[src/mtpc_pkg.sv]
// package of constants and types for the modulo timer with pwm control
package mtpc_pkg;
   // register offsets (byte addresses on the plain register port)
   localparam logic [3:0] ADDR_STATUS_CONTROL = 4'h0;
   localparam logic [3:0] ADDR_COUNTER_HIGH = 4'h1;
   localparam logic [3:0] ADDR_COUNTER_LOW = 4'h2;
   localparam logic [3:0] ADDR_MODULO_HIGH = 4'h3;
   localparam logic [3:0] ADDR_MODULO_LOW = 4'h4;
   localparam logic [3:0] ADDR_CH0_CONTROL = 4'h5;
   localparam logic [3:0] ADDR_CH0_HIGH = 4'h6;
   localparam logic [3:0] ADDR_CH0_LOW = 4'h7;
   localparam logic [3:0] ADDR_CH1_CONTROL = 4'h8;
   localparam logic [3:0] ADDR_CH1_HIGH = 4'h9;
   localparam logic [3:0] ADDR_CH1_LOW = 4'hA;
   // status/control field positions
   localparam int SC_OVF_FLAG = 7;
   localparam int SC_OVF_IE = 6;
   localparam int SC_STOP = 5;
   localparam int SC_CNT_RST = 4;
   localparam int SC_PS_LSB = 0;
   // channel control field positions
   localparam int CC_FLAG = 7;
   localparam int CC_IE = 6;
   localparam int CC_MSB = 5;
   localparam int CC_MSA = 4;
   localparam int CC_ELS_LSB = 2;
   localparam int CC_TOV = 1;
   localparam int CC_MAX = 0;
   // reset values, external-clock prescaler code and prescaler width
   localparam logic [7:0] SC_RESET = 8'h20;
   localparam logic [15:0] MODULO_RESET = 16'hFFFF;
   localparam logic [2:0] PS_EXTERNAL = 3'h7;
   localparam int PRESCALE_WIDTH = 6;
   // edge/level action codes
   localparam logic [1:0] ELS_TOGGLE = 2'h1;
   localparam logic [1:0] ELS_CLEAR = 2'h2;
   localparam logic [1:0] ELS_SET = 2'h3;

   typedef struct packed {
      logic irq_enable;
      logic buffered;
      logic unbuffered;
      logic [1:0] edge_level;
      logic toggle_ovf;
      logic full_duty;
   } mtpc_chan_cfg_s;

   typedef struct packed {
      logic [3:0] addr;
      logic [7:0] wdata;
      logic wr;
      logic rd;
   } mtpc_bus_s;
endpackage : mtpc_pkg

[src/mtpc_flag.sv]
// sticky event flag with read-then-write-zero clearing and break protection
`timescale 1ns/100ps
`default_nettype none
module mtpc_flag (
   input wire logic ref_clk,
   input wire logic arst_n,
   input wire logic set_evt,
   input wire logic read_seen,
   input wire logic write_zero,
   input wire logic in_break,
   input wire logic break_clear_enable,
   output logic flag_q
);
   logic armed_q;

   // a read that saw the flag set arms the clear; a new event disarms it
   always_ff @(posedge ref_clk or negedge arst_n) begin
      if (!arst_n) begin
         armed_q <= 1'b0;
      end else if (set_evt) begin
         armed_q <= 1'b0;
      end else if (read_seen && flag_q && (!in_break || break_clear_enable)) begin
         armed_q <= 1'b1;
      end else if (write_zero && (!in_break || break_clear_enable)) begin
         armed_q <= 1'b0;
      end
   end

   // set wins over clear; during protected break the flag cannot drop
   always_ff @(posedge ref_clk or negedge arst_n) begin
      if (!arst_n) begin
         flag_q <= 1'b0;
      end else if (set_evt) begin
         flag_q <= 1'b1;
      end else if (write_zero && armed_q && (!in_break || break_clear_enable)) begin
         flag_q <= 1'b0;
      end
   end
endmodule : mtpc_flag
`default_nettype wire

[src/mtpc_timer.sv]
// modulo timer top: counter, prescaler, overflow, two pwm/capture channels
`timescale 1ns/100ps
`default_nettype none
// What this block does
// - buffered select on channel 0 links both channels, overriding unbuffered mode
// - toggle-on-overflow clear means no overflow toggle, giving 0% duty
// - full-duty bit with toggle-on-overflow clear holds output at 100%
// - overflow flag sets when counter rolls to zero after modulo match
// - overflow interrupt only while flag and enable both set
// - channel flag sets per capture or compare; interrupt needs channel enable
// - timer counts in wait mode; enabled interrupts raise wakeup; no access
// - counter halts during break
// - flags clear in break only with break-clear enable
// - prescaler code 111 selects external clock, at most bus rate over two
// - external clock pin is forced to input when selected
// - channel 0 capture also triggered by gated frame-event pulse
// - overflow flag clears by read-set then write-zero; new overflow voids it
// - stop bit holds counter; reset sets stop bit
// - counter reset bit clears counter and prescaler, self clears, reads zero
// - stop and counter reset together hold counter at zero
// - codes 000 to 110 divide bus clock by 1 to 64; reset clears field
// - high-byte read latches low byte until low byte read
// - modulo match sets flag, restarts; high-byte write blocks flag until low
module mtpc_timer (
   input wire logic ref_clk,
   input wire logic arst_n,
   input wire mtpc_pkg::mtpc_bus_s bus,
   output logic [7:0] rd_data_q,
   input wire logic wait_mode,
   input wire logic in_break,
   input wire logic break_clear_enable,
   input wire logic external_counter_clock_pin,
   output logic ext_pin_force_input_q,
   input wire logic can_frame_capture_pulse,
   input wire logic can_capture_link_enable,
   input wire logic [1:0] chan_pin_in,
   output logic [1:0] chan_pin_out_q,
   output logic [1:0] chan_pin_oe_n_q,
   output logic overflow_irq_q,
   output logic [1:0] chan_irq_q,
   output logic wakeup_q
);
   localparam int NCH = 2;

   logic [7:0] sc_ctrl_q;
   logic overflow_flag;
   logic [15:0] count_q;
   logic [15:0] modulo_q;
   logic [7:0] modulo_hi_stage_q;
   logic modulo_pending_q;
   logic [7:0] low_latch_q;
   logic low_latched_q;
   localparam int PRESCALE_W = mtpc_pkg::PRESCALE_WIDTH;
   logic [PRESCALE_W-1:0] presc_q;
   logic [1:0] ext_sync_q;
   logic ext_prev_q;
   logic tick;
   logic cnt_rst;
   logic at_modulo;
   logic overflow_evt;
   logic access_ok;

   mtpc_pkg::mtpc_chan_cfg_s cfg_q [NCH];
   logic [15:0] cval_q [NCH];
   logic [NCH-1:0] cmp_inhibit_q;
   logic [NCH-1:0] cap_inhibit_q;
   logic [NCH-1:0] chan_flag;
   logic [NCH-1:0] chan_evt;
   logic [NCH-1:0] pin_prev_q;
   logic buf_sel_q;
   logic buf_next_q;

   function automatic logic wr_at(input mtpc_pkg::mtpc_bus_s b, input logic [3:0] a);
      wr_at = b.wr && (b.addr == a);
   endfunction : wr_at

   function automatic logic rd_at(input mtpc_pkg::mtpc_bus_s b, input logic [3:0] a);
      rd_at = b.rd && (b.addr == a);
   endfunction : rd_at

   function automatic logic [3:0] ch_addr(input int ch, input int which);
      ch_addr = 4'(mtpc_pkg::ADDR_CH0_CONTROL + 3 * ch + which);
   endfunction : ch_addr

   // the processor cannot reach registers while waiting
   assign access_ok = !wait_mode;
   assign cnt_rst = access_ok && wr_at(bus, mtpc_pkg::ADDR_STATUS_CONTROL)
                    && bus.wdata[mtpc_pkg::SC_CNT_RST];

   // control bits; counter reset bit is never stored so it reads zero
   always_ff @(posedge ref_clk or negedge arst_n) begin
      if (!arst_n) begin
         sc_ctrl_q <= mtpc_pkg::SC_RESET;
      end else if (access_ok && wr_at(bus, mtpc_pkg::ADDR_STATUS_CONTROL)) begin
         sc_ctrl_q <= {1'b0, bus.wdata[6:5], 2'b00, bus.wdata[2:0]};
      end
   end

   // external clock: two-stage synchroniser then rising-edge detect
   always_ff @(posedge ref_clk or negedge arst_n) begin
      if (!arst_n) begin
         ext_sync_q <= 2'b00;
         ext_prev_q <= 1'b0;
      end else begin
         ext_sync_q <= {ext_sync_q[0], external_counter_clock_pin};
         ext_prev_q <= ext_sync_q[1];
      end
   end

   // prescaler runs unless stopped or in break; a counter reset restarts it from zero
   always_ff @(posedge ref_clk or negedge arst_n) begin
      if (!arst_n) begin
         presc_q <= '0;
      end else if (cnt_rst) begin
         presc_q <= '0;
      end else if (!sc_ctrl_q[mtpc_pkg::SC_STOP] && !in_break) begin
         presc_q <= PRESCALE_W'(presc_q + 1'b1);
      end
   end

   // tick when all low bits below the selected divide are ones
   always_comb begin
      logic [2:0] ps;
      ps = sc_ctrl_q[2:0];
      if (ps == mtpc_pkg::PS_EXTERNAL) begin
         tick = ext_sync_q[1] && !ext_prev_q;
      end else if (ps == 3'h0) begin
         tick = 1'b1;
      end else begin
         tick = &(presc_q | ~((PRESCALE_W'(1) << ps) - 1'b1));
      end
   end

   assign at_modulo = (count_q == modulo_q);
   assign overflow_evt = tick && at_modulo && !modulo_pending_q
                         && !sc_ctrl_q[mtpc_pkg::SC_STOP] && !in_break;

   always_ff @(posedge ref_clk or negedge arst_n) begin
      if (!arst_n) begin
         count_q <= '0;
      end else if (cnt_rst) begin
         count_q <= '0;
      end else if (sc_ctrl_q[mtpc_pkg::SC_STOP] || in_break) begin
         count_q <= count_q;
      end else if (tick) begin
         count_q <= at_modulo ? 16'h0000 : 16'(count_q + 1'b1);
      end
   end

   // modulo: high byte staged, flag blocked until the low byte lands
   always_ff @(posedge ref_clk or negedge arst_n) begin
      if (!arst_n) begin
         modulo_q <= mtpc_pkg::MODULO_RESET;
         modulo_hi_stage_q <= mtpc_pkg::MODULO_RESET[15:8];
         modulo_pending_q <= 1'b0;
      end else if (access_ok && wr_at(bus, mtpc_pkg::ADDR_MODULO_HIGH)) begin
         modulo_hi_stage_q <= bus.wdata;
         modulo_pending_q <= 1'b1;
      end else if (access_ok && wr_at(bus, mtpc_pkg::ADDR_MODULO_LOW)) begin
         modulo_q <= {modulo_hi_stage_q, bus.wdata};
         modulo_pending_q <= 1'b0;
      end
   end

   // byte-wise counter read latch
   always_ff @(posedge ref_clk or negedge arst_n) begin
      if (!arst_n) begin
         low_latch_q <= 8'h00;
         low_latched_q <= 1'b0;
      end else if (access_ok && rd_at(bus, mtpc_pkg::ADDR_COUNTER_HIGH) && !low_latched_q) begin
         low_latch_q <= count_q[7:0];
         low_latched_q <= 1'b1;
      end else if (access_ok && rd_at(bus, mtpc_pkg::ADDR_COUNTER_LOW)) begin
         low_latched_q <= 1'b0;
      end
   end

   mtpc_flag u_ovf_flag (
      .ref_clk(ref_clk),
      .arst_n(arst_n),
      .set_evt(overflow_evt),
      .read_seen(access_ok && rd_at(bus, mtpc_pkg::ADDR_STATUS_CONTROL)),
      .write_zero(access_ok && wr_at(bus, mtpc_pkg::ADDR_STATUS_CONTROL)
                  && !bus.wdata[mtpc_pkg::SC_OVF_FLAG]),
      .in_break(in_break),
      .break_clear_enable(break_clear_enable),
      .flag_q(overflow_flag)
   );

   // buffered pair: the last-written channel takes over at each overflow
   always_ff @(posedge ref_clk or negedge arst_n) begin
      if (!arst_n) begin
         buf_sel_q <= 1'b0;
         buf_next_q <= 1'b0;
      end else if (!cfg_q[0].buffered) begin
         buf_sel_q <= 1'b0;
         buf_next_q <= 1'b0;
      end else begin
         if (access_ok && wr_at(bus, ch_addr(1, 2))) begin
            buf_next_q <= 1'b1;
         end else if (access_ok && wr_at(bus, ch_addr(0, 2))) begin
            buf_next_q <= 1'b0;
         end
         if (overflow_evt) begin
            buf_sel_q <= buf_next_q;
         end
      end
   end

   generate
      for (genvar ch = 0; ch < NCH; ch++) begin : g_chan
         logic out_mode;
         logic capture_mode;
         logic cmp_hit;
         logic cap_edge;
         logic [15:0] cmp_val;
         logic [1:0] els;
         logic [1:0] act_ch;

         // channel 1 releases its pin and cannot capture while linked into channel 0
         assign act_ch = (ch == 0 && cfg_q[0].buffered) ? {1'b0, buf_sel_q} : 2'(ch);
         assign cmp_val = cval_q[act_ch[0]];
         assign els = cfg_q[ch].edge_level;
         assign out_mode = (cfg_q[0].buffered && ch == 0) || cfg_q[ch].unbuffered;
         assign capture_mode = !out_mode && els != 2'b00 && !(ch == 1 && cfg_q[0].buffered);
         assign cmp_hit = out_mode && els != 2'b00 && !cmp_inhibit_q[ch] && tick
                          && !sc_ctrl_q[mtpc_pkg::SC_STOP] && !in_break && count_q == cmp_val;
         assign cap_edge = ((els[0] && chan_pin_in[ch] && !pin_prev_q[ch])
                           || (els[1] && !chan_pin_in[ch] && pin_prev_q[ch])
                           || (ch == 0 && can_capture_link_enable && can_frame_capture_pulse));
         assign chan_evt[ch] = cmp_hit || (capture_mode && cap_edge && !cap_inhibit_q[ch]);

         always_ff @(posedge ref_clk or negedge arst_n) begin
            if (!arst_n) begin
               cfg_q[ch] <= '0;
            end else if (access_ok && wr_at(bus, ch_addr(ch, 0))) begin
               cfg_q[ch] <= (ch == 0) ? bus.wdata[6:0] : {bus.wdata[6], 1'b0, bus.wdata[4:0]};
            end
         end

         // compare/capture value with high-byte inhibits
         always_ff @(posedge ref_clk or negedge arst_n) begin
            if (!arst_n) begin
               cval_q[ch] <= '0;
               cmp_inhibit_q[ch] <= 1'b0;
               cap_inhibit_q[ch] <= 1'b0;
            end else begin
               if (capture_mode && cap_edge && !cap_inhibit_q[ch]) begin
                  cval_q[ch] <= count_q;
               end else if (access_ok && wr_at(bus, ch_addr(ch, 1))) begin
                  cval_q[ch][15:8] <= bus.wdata;
                  cmp_inhibit_q[ch] <= 1'b1;
               end else if (access_ok && wr_at(bus, ch_addr(ch, 2))) begin
                  cval_q[ch][7:0] <= bus.wdata;
                  cmp_inhibit_q[ch] <= 1'b0;
               end
               if (access_ok && rd_at(bus, ch_addr(ch, 1)) && capture_mode) begin
                  cap_inhibit_q[ch] <= 1'b1;
               end else if (access_ok && rd_at(bus, ch_addr(ch, 2))) begin
                  cap_inhibit_q[ch] <= 1'b0;
               end
            end
         end

         mtpc_flag u_chan_flag (
            .ref_clk(ref_clk),
            .arst_n(arst_n),
            .set_evt(chan_evt[ch]),
            .read_seen(access_ok && rd_at(bus, ch_addr(ch, 0))),
            .write_zero(access_ok && wr_at(bus, ch_addr(ch, 0)) && !bus.wdata[mtpc_pkg::CC_FLAG]),
            .in_break(in_break),
            .break_clear_enable(break_clear_enable),
            .flag_q(chan_flag[ch])
         );

         // pin output; overflow toggle beats compare when both land together
         always_ff @(posedge ref_clk or negedge arst_n) begin
            if (!arst_n) begin
               chan_pin_out_q[ch] <= 1'b0;
               chan_pin_oe_n_q[ch] <= 1'b1;
               pin_prev_q[ch] <= 1'b0;
            end else begin
               pin_prev_q[ch] <= chan_pin_in[ch];
               chan_pin_oe_n_q[ch] <= !out_mode || els == 2'b00 || (ch == 1 && cfg_q[0].buffered);
               if (!out_mode || els == 2'b00) begin
                  chan_pin_out_q[ch] <= cfg_q[ch].unbuffered ? 1'b0 : 1'b1;
               end else if (cfg_q[ch].full_duty && !cfg_q[ch].toggle_ovf) begin
                  chan_pin_out_q[ch] <= (els == mtpc_pkg::ELS_CLEAR);
               end else if (overflow_evt && cfg_q[ch].toggle_ovf) begin
                  chan_pin_out_q[ch] <= !chan_pin_out_q[ch];
               end else if (cmp_hit) begin
                  case (els)
                     mtpc_pkg::ELS_TOGGLE: chan_pin_out_q[ch] <= !chan_pin_out_q[ch];
                     mtpc_pkg::ELS_CLEAR: chan_pin_out_q[ch] <= 1'b0;
                     mtpc_pkg::ELS_SET: chan_pin_out_q[ch] <= 1'b1;
                     default: chan_pin_out_q[ch] <= chan_pin_out_q[ch];
                  endcase
               end
            end
         end

         always_ff @(posedge ref_clk or negedge arst_n) begin
            if (!arst_n) begin
               chan_irq_q[ch] <= 1'b0;
            end else begin
               chan_irq_q[ch] <= chan_flag[ch] && cfg_q[ch].irq_enable;
            end
         end
      end
   endgenerate

   // outputs
   always_ff @(posedge ref_clk or negedge arst_n) begin
      if (!arst_n) begin
         overflow_irq_q <= 1'b0;
         wakeup_q <= 1'b0;
         ext_pin_force_input_q <= 1'b0;
      end else begin
         overflow_irq_q <= overflow_flag && sc_ctrl_q[mtpc_pkg::SC_OVF_IE];
         wakeup_q <= wait_mode && ((overflow_flag && sc_ctrl_q[mtpc_pkg::SC_OVF_IE])
                     || |(chan_flag & {cfg_q[1].irq_enable, cfg_q[0].irq_enable}));
         ext_pin_force_input_q <= (sc_ctrl_q[2:0] == mtpc_pkg::PS_EXTERNAL);
      end
   end

   // read data one cycle after the strobe; unmapped reads give zero
   always_ff @(posedge ref_clk or negedge arst_n) begin
      if (!arst_n) begin
         rd_data_q <= 8'h00;
      end else if (bus.rd && access_ok) begin
         case (bus.addr)
            mtpc_pkg::ADDR_STATUS_CONTROL: rd_data_q <= {overflow_flag, sc_ctrl_q[6:0]};
            mtpc_pkg::ADDR_COUNTER_HIGH: rd_data_q <= count_q[15:8];
            mtpc_pkg::ADDR_COUNTER_LOW: rd_data_q <= low_latched_q ? low_latch_q : count_q[7:0];
            mtpc_pkg::ADDR_MODULO_HIGH: rd_data_q <= modulo_q[15:8];
            mtpc_pkg::ADDR_MODULO_LOW: rd_data_q <= modulo_q[7:0];
            mtpc_pkg::ADDR_CH0_CONTROL: rd_data_q <= {chan_flag[0], cfg_q[0]};
            mtpc_pkg::ADDR_CH0_HIGH: rd_data_q <= cval_q[0][15:8];
            mtpc_pkg::ADDR_CH0_LOW: rd_data_q <= cval_q[0][7:0];
            mtpc_pkg::ADDR_CH1_CONTROL: rd_data_q <= {chan_flag[1], cfg_q[1]};
            mtpc_pkg::ADDR_CH1_HIGH: rd_data_q <= cval_q[1][15:8];
            mtpc_pkg::ADDR_CH1_LOW: rd_data_q <= cval_q[1][7:0];
            default: rd_data_q <= 8'h00;
         endcase
      end else begin
         rd_data_q <= 8'h00;
      end
   end
endmodule : mtpc_timer
`default_nettype wire

[config.mk]
export PLATFORM = sky130hd
export DESIGN_NAME = mtpc_timer
export DESIGN_NICKNAME = d
export VERILOG_FILES = /design/src/mtpc_pkg.sv /design/src/mtpc_flag.sv /design/src/mtpc_timer.sv
export SDC_FILE = /design/constraint.sdc
export NUM_CORES = 1
export LEC_CHECK = 0
export ABC_AREA = 1
export BUFFER_PORTS_ARGS = -buffer_cell sky130_fd_sc_hd__buf_2
export CAP_MARGIN = 25
export CORE_MARGIN = 10
export CORE_UTILIZATION = 60
export CTS_BUF_LIST = sky130_fd_sc_hd__clkbuf_2
export DETAILED_ROUTE_END_ITERATION = 8
export GPL_TIMING_DRIVEN = 0
export PLACE_DENSITY_LB_ADDON = 0.1
export SLEW_MARGIN = 15
export SYNTH_ARGS = -nofsm -noshare
export SYNTH_HDL_FRONTEND = slang
export SYNTH_HIERARCHICAL = 1
export SYNTH_SLANG_ARGS = --single-unit
[constraint.sdc]
create_clock -name ref_clk -period 4.6 [get_ports ref_clk]
set_clock_uncertainty 0.2 [all_clocks]
set_input_delay 0.92 -clock ref_clk [delete_from_list [all_inputs] [get_ports ref_clk]]
set_output_delay 0.92 -clock ref_clk [all_outputs]
set_load 0.05 [all_outputs]
==> impl_metrics.env <==
export IMPL_io_buffers=40
export IMPL_vias=7335
export IMPL_dieHeight_um=132
export IMPL_clock_tree_buffer_depth=2
export IMPL_ys_ff_latch=140
export IMPL_dr_pass1_iters=9
export IMPL_dpl_cell_count=1192
export IMPL_crit_slowest_cell="nor2_2"
export IMPL_drc=1
export IMPL_fill_cells=1083
export IMPL_yosysTopAreaCell="dfrtp_1"
export IMPL_post_cts_setup_buffers=0
export IMPL_grtUsageTotal_pct=29.4
export IMPL_critPathMaxStageDelay_ns=0.53
export IMPL_critPathKind="flop to flop"
export IMPL_worst_slew_pin_slew_ns=0.754
export IMPL_max_freq_ghz=0.345
export IMPL_hp_class="primary input to flop"
export IMPL_synthToLayoutAreaGrowth_pct=8.89
export IMPL_critPathLaunch="sc_ctrl_q[5]"
export IMPL_fin_crit_sh_pct=63.0
export IMPL_die_w_um=132
export IMPL_register_area_um2=3540
export IMPL_synth_area_per_cell_um2=7.66
export IMPL_n_antenna_cell=0
export IMPL_netlist_instances=983
export IMPL_holdPathStages=1
export IMPL_wire_per_inst_um=21.2
export IMPL_cp_depth=10
export IMPL_min_delay_start="external_counter_clock_pin"
export IMPL_gp_congestion=1.06
export IMPL_final_cell_count_no_fill=1225
export IMPL_fin_ws_ns=1.70
export IMPL_ant_nets=0
export IMPL_htreeDepth=4
export IMPL_tritoncts="built"
export IMPL_r2r_cells=10
export IMPL_core_area_um2=12200
export IMPL_post_place_ws_ns=1.23
export IMPL_die_area_um2=17400
export IMPL_hold_violations=0
export IMPL_finalSetupTns_ns=0
export IMPL_path_cells="nor2_2 > inv_1 > nor3_1 > nand2_1 > nor2_1 > nand2_1 > nor3_1 > nor2_1 > a21boi_0 > a21oi_1"
export IMPL_synth_edf_count=0
export IMPL_ys_warn_count=6
export IMPL_rsz0062_at_grt="no"
export IMPL_vdd_ir_drop_max_v=0.000389
export IMPL_start_kind="flop"
export IMPL_synth_area_um2=7530
export IMPL_ys_seq_area_share_pct=47.0
export IMPL_grt_pass1_wl_um=39400
export IMPL_overflow=0
export IMPL_powerDensity_nw_per_um2=465
export IMPL_finalMaxSlewViolations=0
export IMPL_avgViaCountPerCell=5.99
export IMPL_ys_flop_type="dfrtp_1"
export IMPL_crit_family="simple AND/OR/NAND/NOR gates"
export IMPL_cp_buffers_inverters=1
export IMPL_cts_resized=0
export IMPL_worstSetupEndpointType="flop"
export IMPL_leakage_uw=0.00403
export IMPL_dpl_hpwl_um=19600
export IMPL_layout_drive_gt1_share_pct=14.0
export IMPL_maxSlewHeadroom_pct=49.7
export IMPL_fin_crit_ns=2.90
export IMPL_ios=41
export IMPL_multiInputGateArea_um2=3340
export IMPL_setup_viol=0
export IMPL_ctsHoldBuffers=1
export IMPL_drt_initial_drc_count=819
export IMPL_r2r_start="sc_ctrl_q[5]"
export IMPL_drt_total_wl_um=26000
export IMPL_async_flop_share_pct=100
export IMPL_netlist_area_leader_share_pct=37.6
export IMPL_ys_top_cells_by_area="dfrtp_1, nand2_1, dfstp_2, inv_1, o21ai_0"
export IMPL_yosys_cell_types_count=44
export IMPL_rows=40
export IMPL_maxCapViolations=0
export IMPL_arrival_ns=3.29
export IMPL_violations="DRC"
export IMPL_nets=1070
export IMPL_grt_max_degree=80
export IMPL_antenna_found_initial=0
export IMPL_worst_skew_pair_late_latency_ns=0.72
export IMPL_outcome="finished, violations left"
export IMPL_required_ns=5.00
export IMPL_critPathMaxFanout=9
export IMPL_grt_pass1_vias=6790
export IMPL_clk_pin_slew_ns=0.21
export IMPL_initial_core_util_pct=61.9
export IMPL_cts_buffers=17
export IMPL_syn_nets=1009
export IMPL_cts_sinks=140
export IMPL_cts_root_buf="clkbuf_2"
## state kept, by name, summed over array words and instances (netlist names), 4 cells and up
name,flops
presc_q,6
sc_ctrl_q,5
cfg_q,8
cval_q,32
modulo_hi_stage_q,8
g_chan.els,4
low_latch_q,8
rd_data_q,8
count_q,16
modulo_q,16
## synthesized netlist by cell type (all sizes together), types with 2 or more instances
master and instances:
o22ai 16, clkbuf 11, inv 139, o211a 2, a221oi 19, buf 12, nand2 302, a22oi 4
nor4 2, a31oi 3, nand3 33, xor2 8, nor3 19, o21ai 91, a211oi 5, or2 5
dfstp 27, xnor2 5, dfrtp 113, o221ai 28, nor2 81, nand4 10, a21oi 35, nand3b 2
ha 2
## power by group
part           switching (uW)  total (uW)  internal (uW)
Sequential                300        1860           1560
Clock                     426         677            252
Combinational             867        1280            416
## stage by stage
step | hold WS [ns] | util, % | area, um2 | total power [uW]
after floorplan | 0.131 | - | 7530 | 2650
after global placement | 0.133 | 65.3 | 7940 | 3080
after detailed placement | 0.146 | 65.6 | 7980 | 3100
after CTS | 0.100 | 67.4 | 8200 | 3770
after global routing | 0.0413 | 67.4 | 8200 | 4050
final | 0.125 | 67.4 | 8200 | 3820
## layer usage
layer	vias to the layer above	track usage [%]	wire (um)
li1	3373	-	-
met1	3409	38.4	10200
met2	462	44.1	11500
met3	91	8.69	2970
met4	0	13.5	1260
met5	-	0	0
## area by class of cell
cell class | count | area share [%]
buffer | 23 | 1.50
clock buffer | 22 | 1.34
clock inverter | 10 | 1.24
inverter | 140 | 6.41
multi-input combinational | 680 | 40.8
sequential | 140 | 43.1
tap | 168 | 2.56
timing repair buffer | 42 | 3.02
## cells in the final DEF, fill, tap and decap left out, types with 3 or more instances in the layout
cell type  instances
o21ai_0           89
a21oi_1           32
xnor2_1            5
a21oi_2            3
buf_4              6
o22ai_1           16
xor2_1             8
buf_2             44
a211oi_1           5
a221oi_1          19
nor2_1            70
nor2_2            10
nand4_1           10
nor3_1            19
clkbuf_2          22
dfrtp_1          113
clkbuf_1          11
nand3_1           33
a22oi_1            4
o221ai_1          28
inv_1            125
nand2_1          297
nand2_2            5
inv_2             14
or2_2              5
clkinv_1           5
a31oi_1            3
dfstp_2           27
## cells by family after synthesis
logic type / Yosys count / share of synthesized area [%]
fa+ha+maj: 2 / 0.332
buf+inv: 163 / 8.61
xor+xnor: 13 / 1.51
flops: 140 / 47.0
simple gates: 455 / 24.9
compound gates: 210 / 17.6
## path summary, 6_finish.rpt
check                                    end  slack [ns]
min reg2reg                    ext_sync_q[1]        0.17
max                        chan_pin_out_q[1]        1.70
min in group asynchronous         presc_q[3]        0.48
max in group asynchronous       modulo_q[13]        2.91
min                            ext_sync_q[0]        0.12
max reg2reg                chan_pin_out_q[1]        1.70
Power figures use the tool's default switching activity.
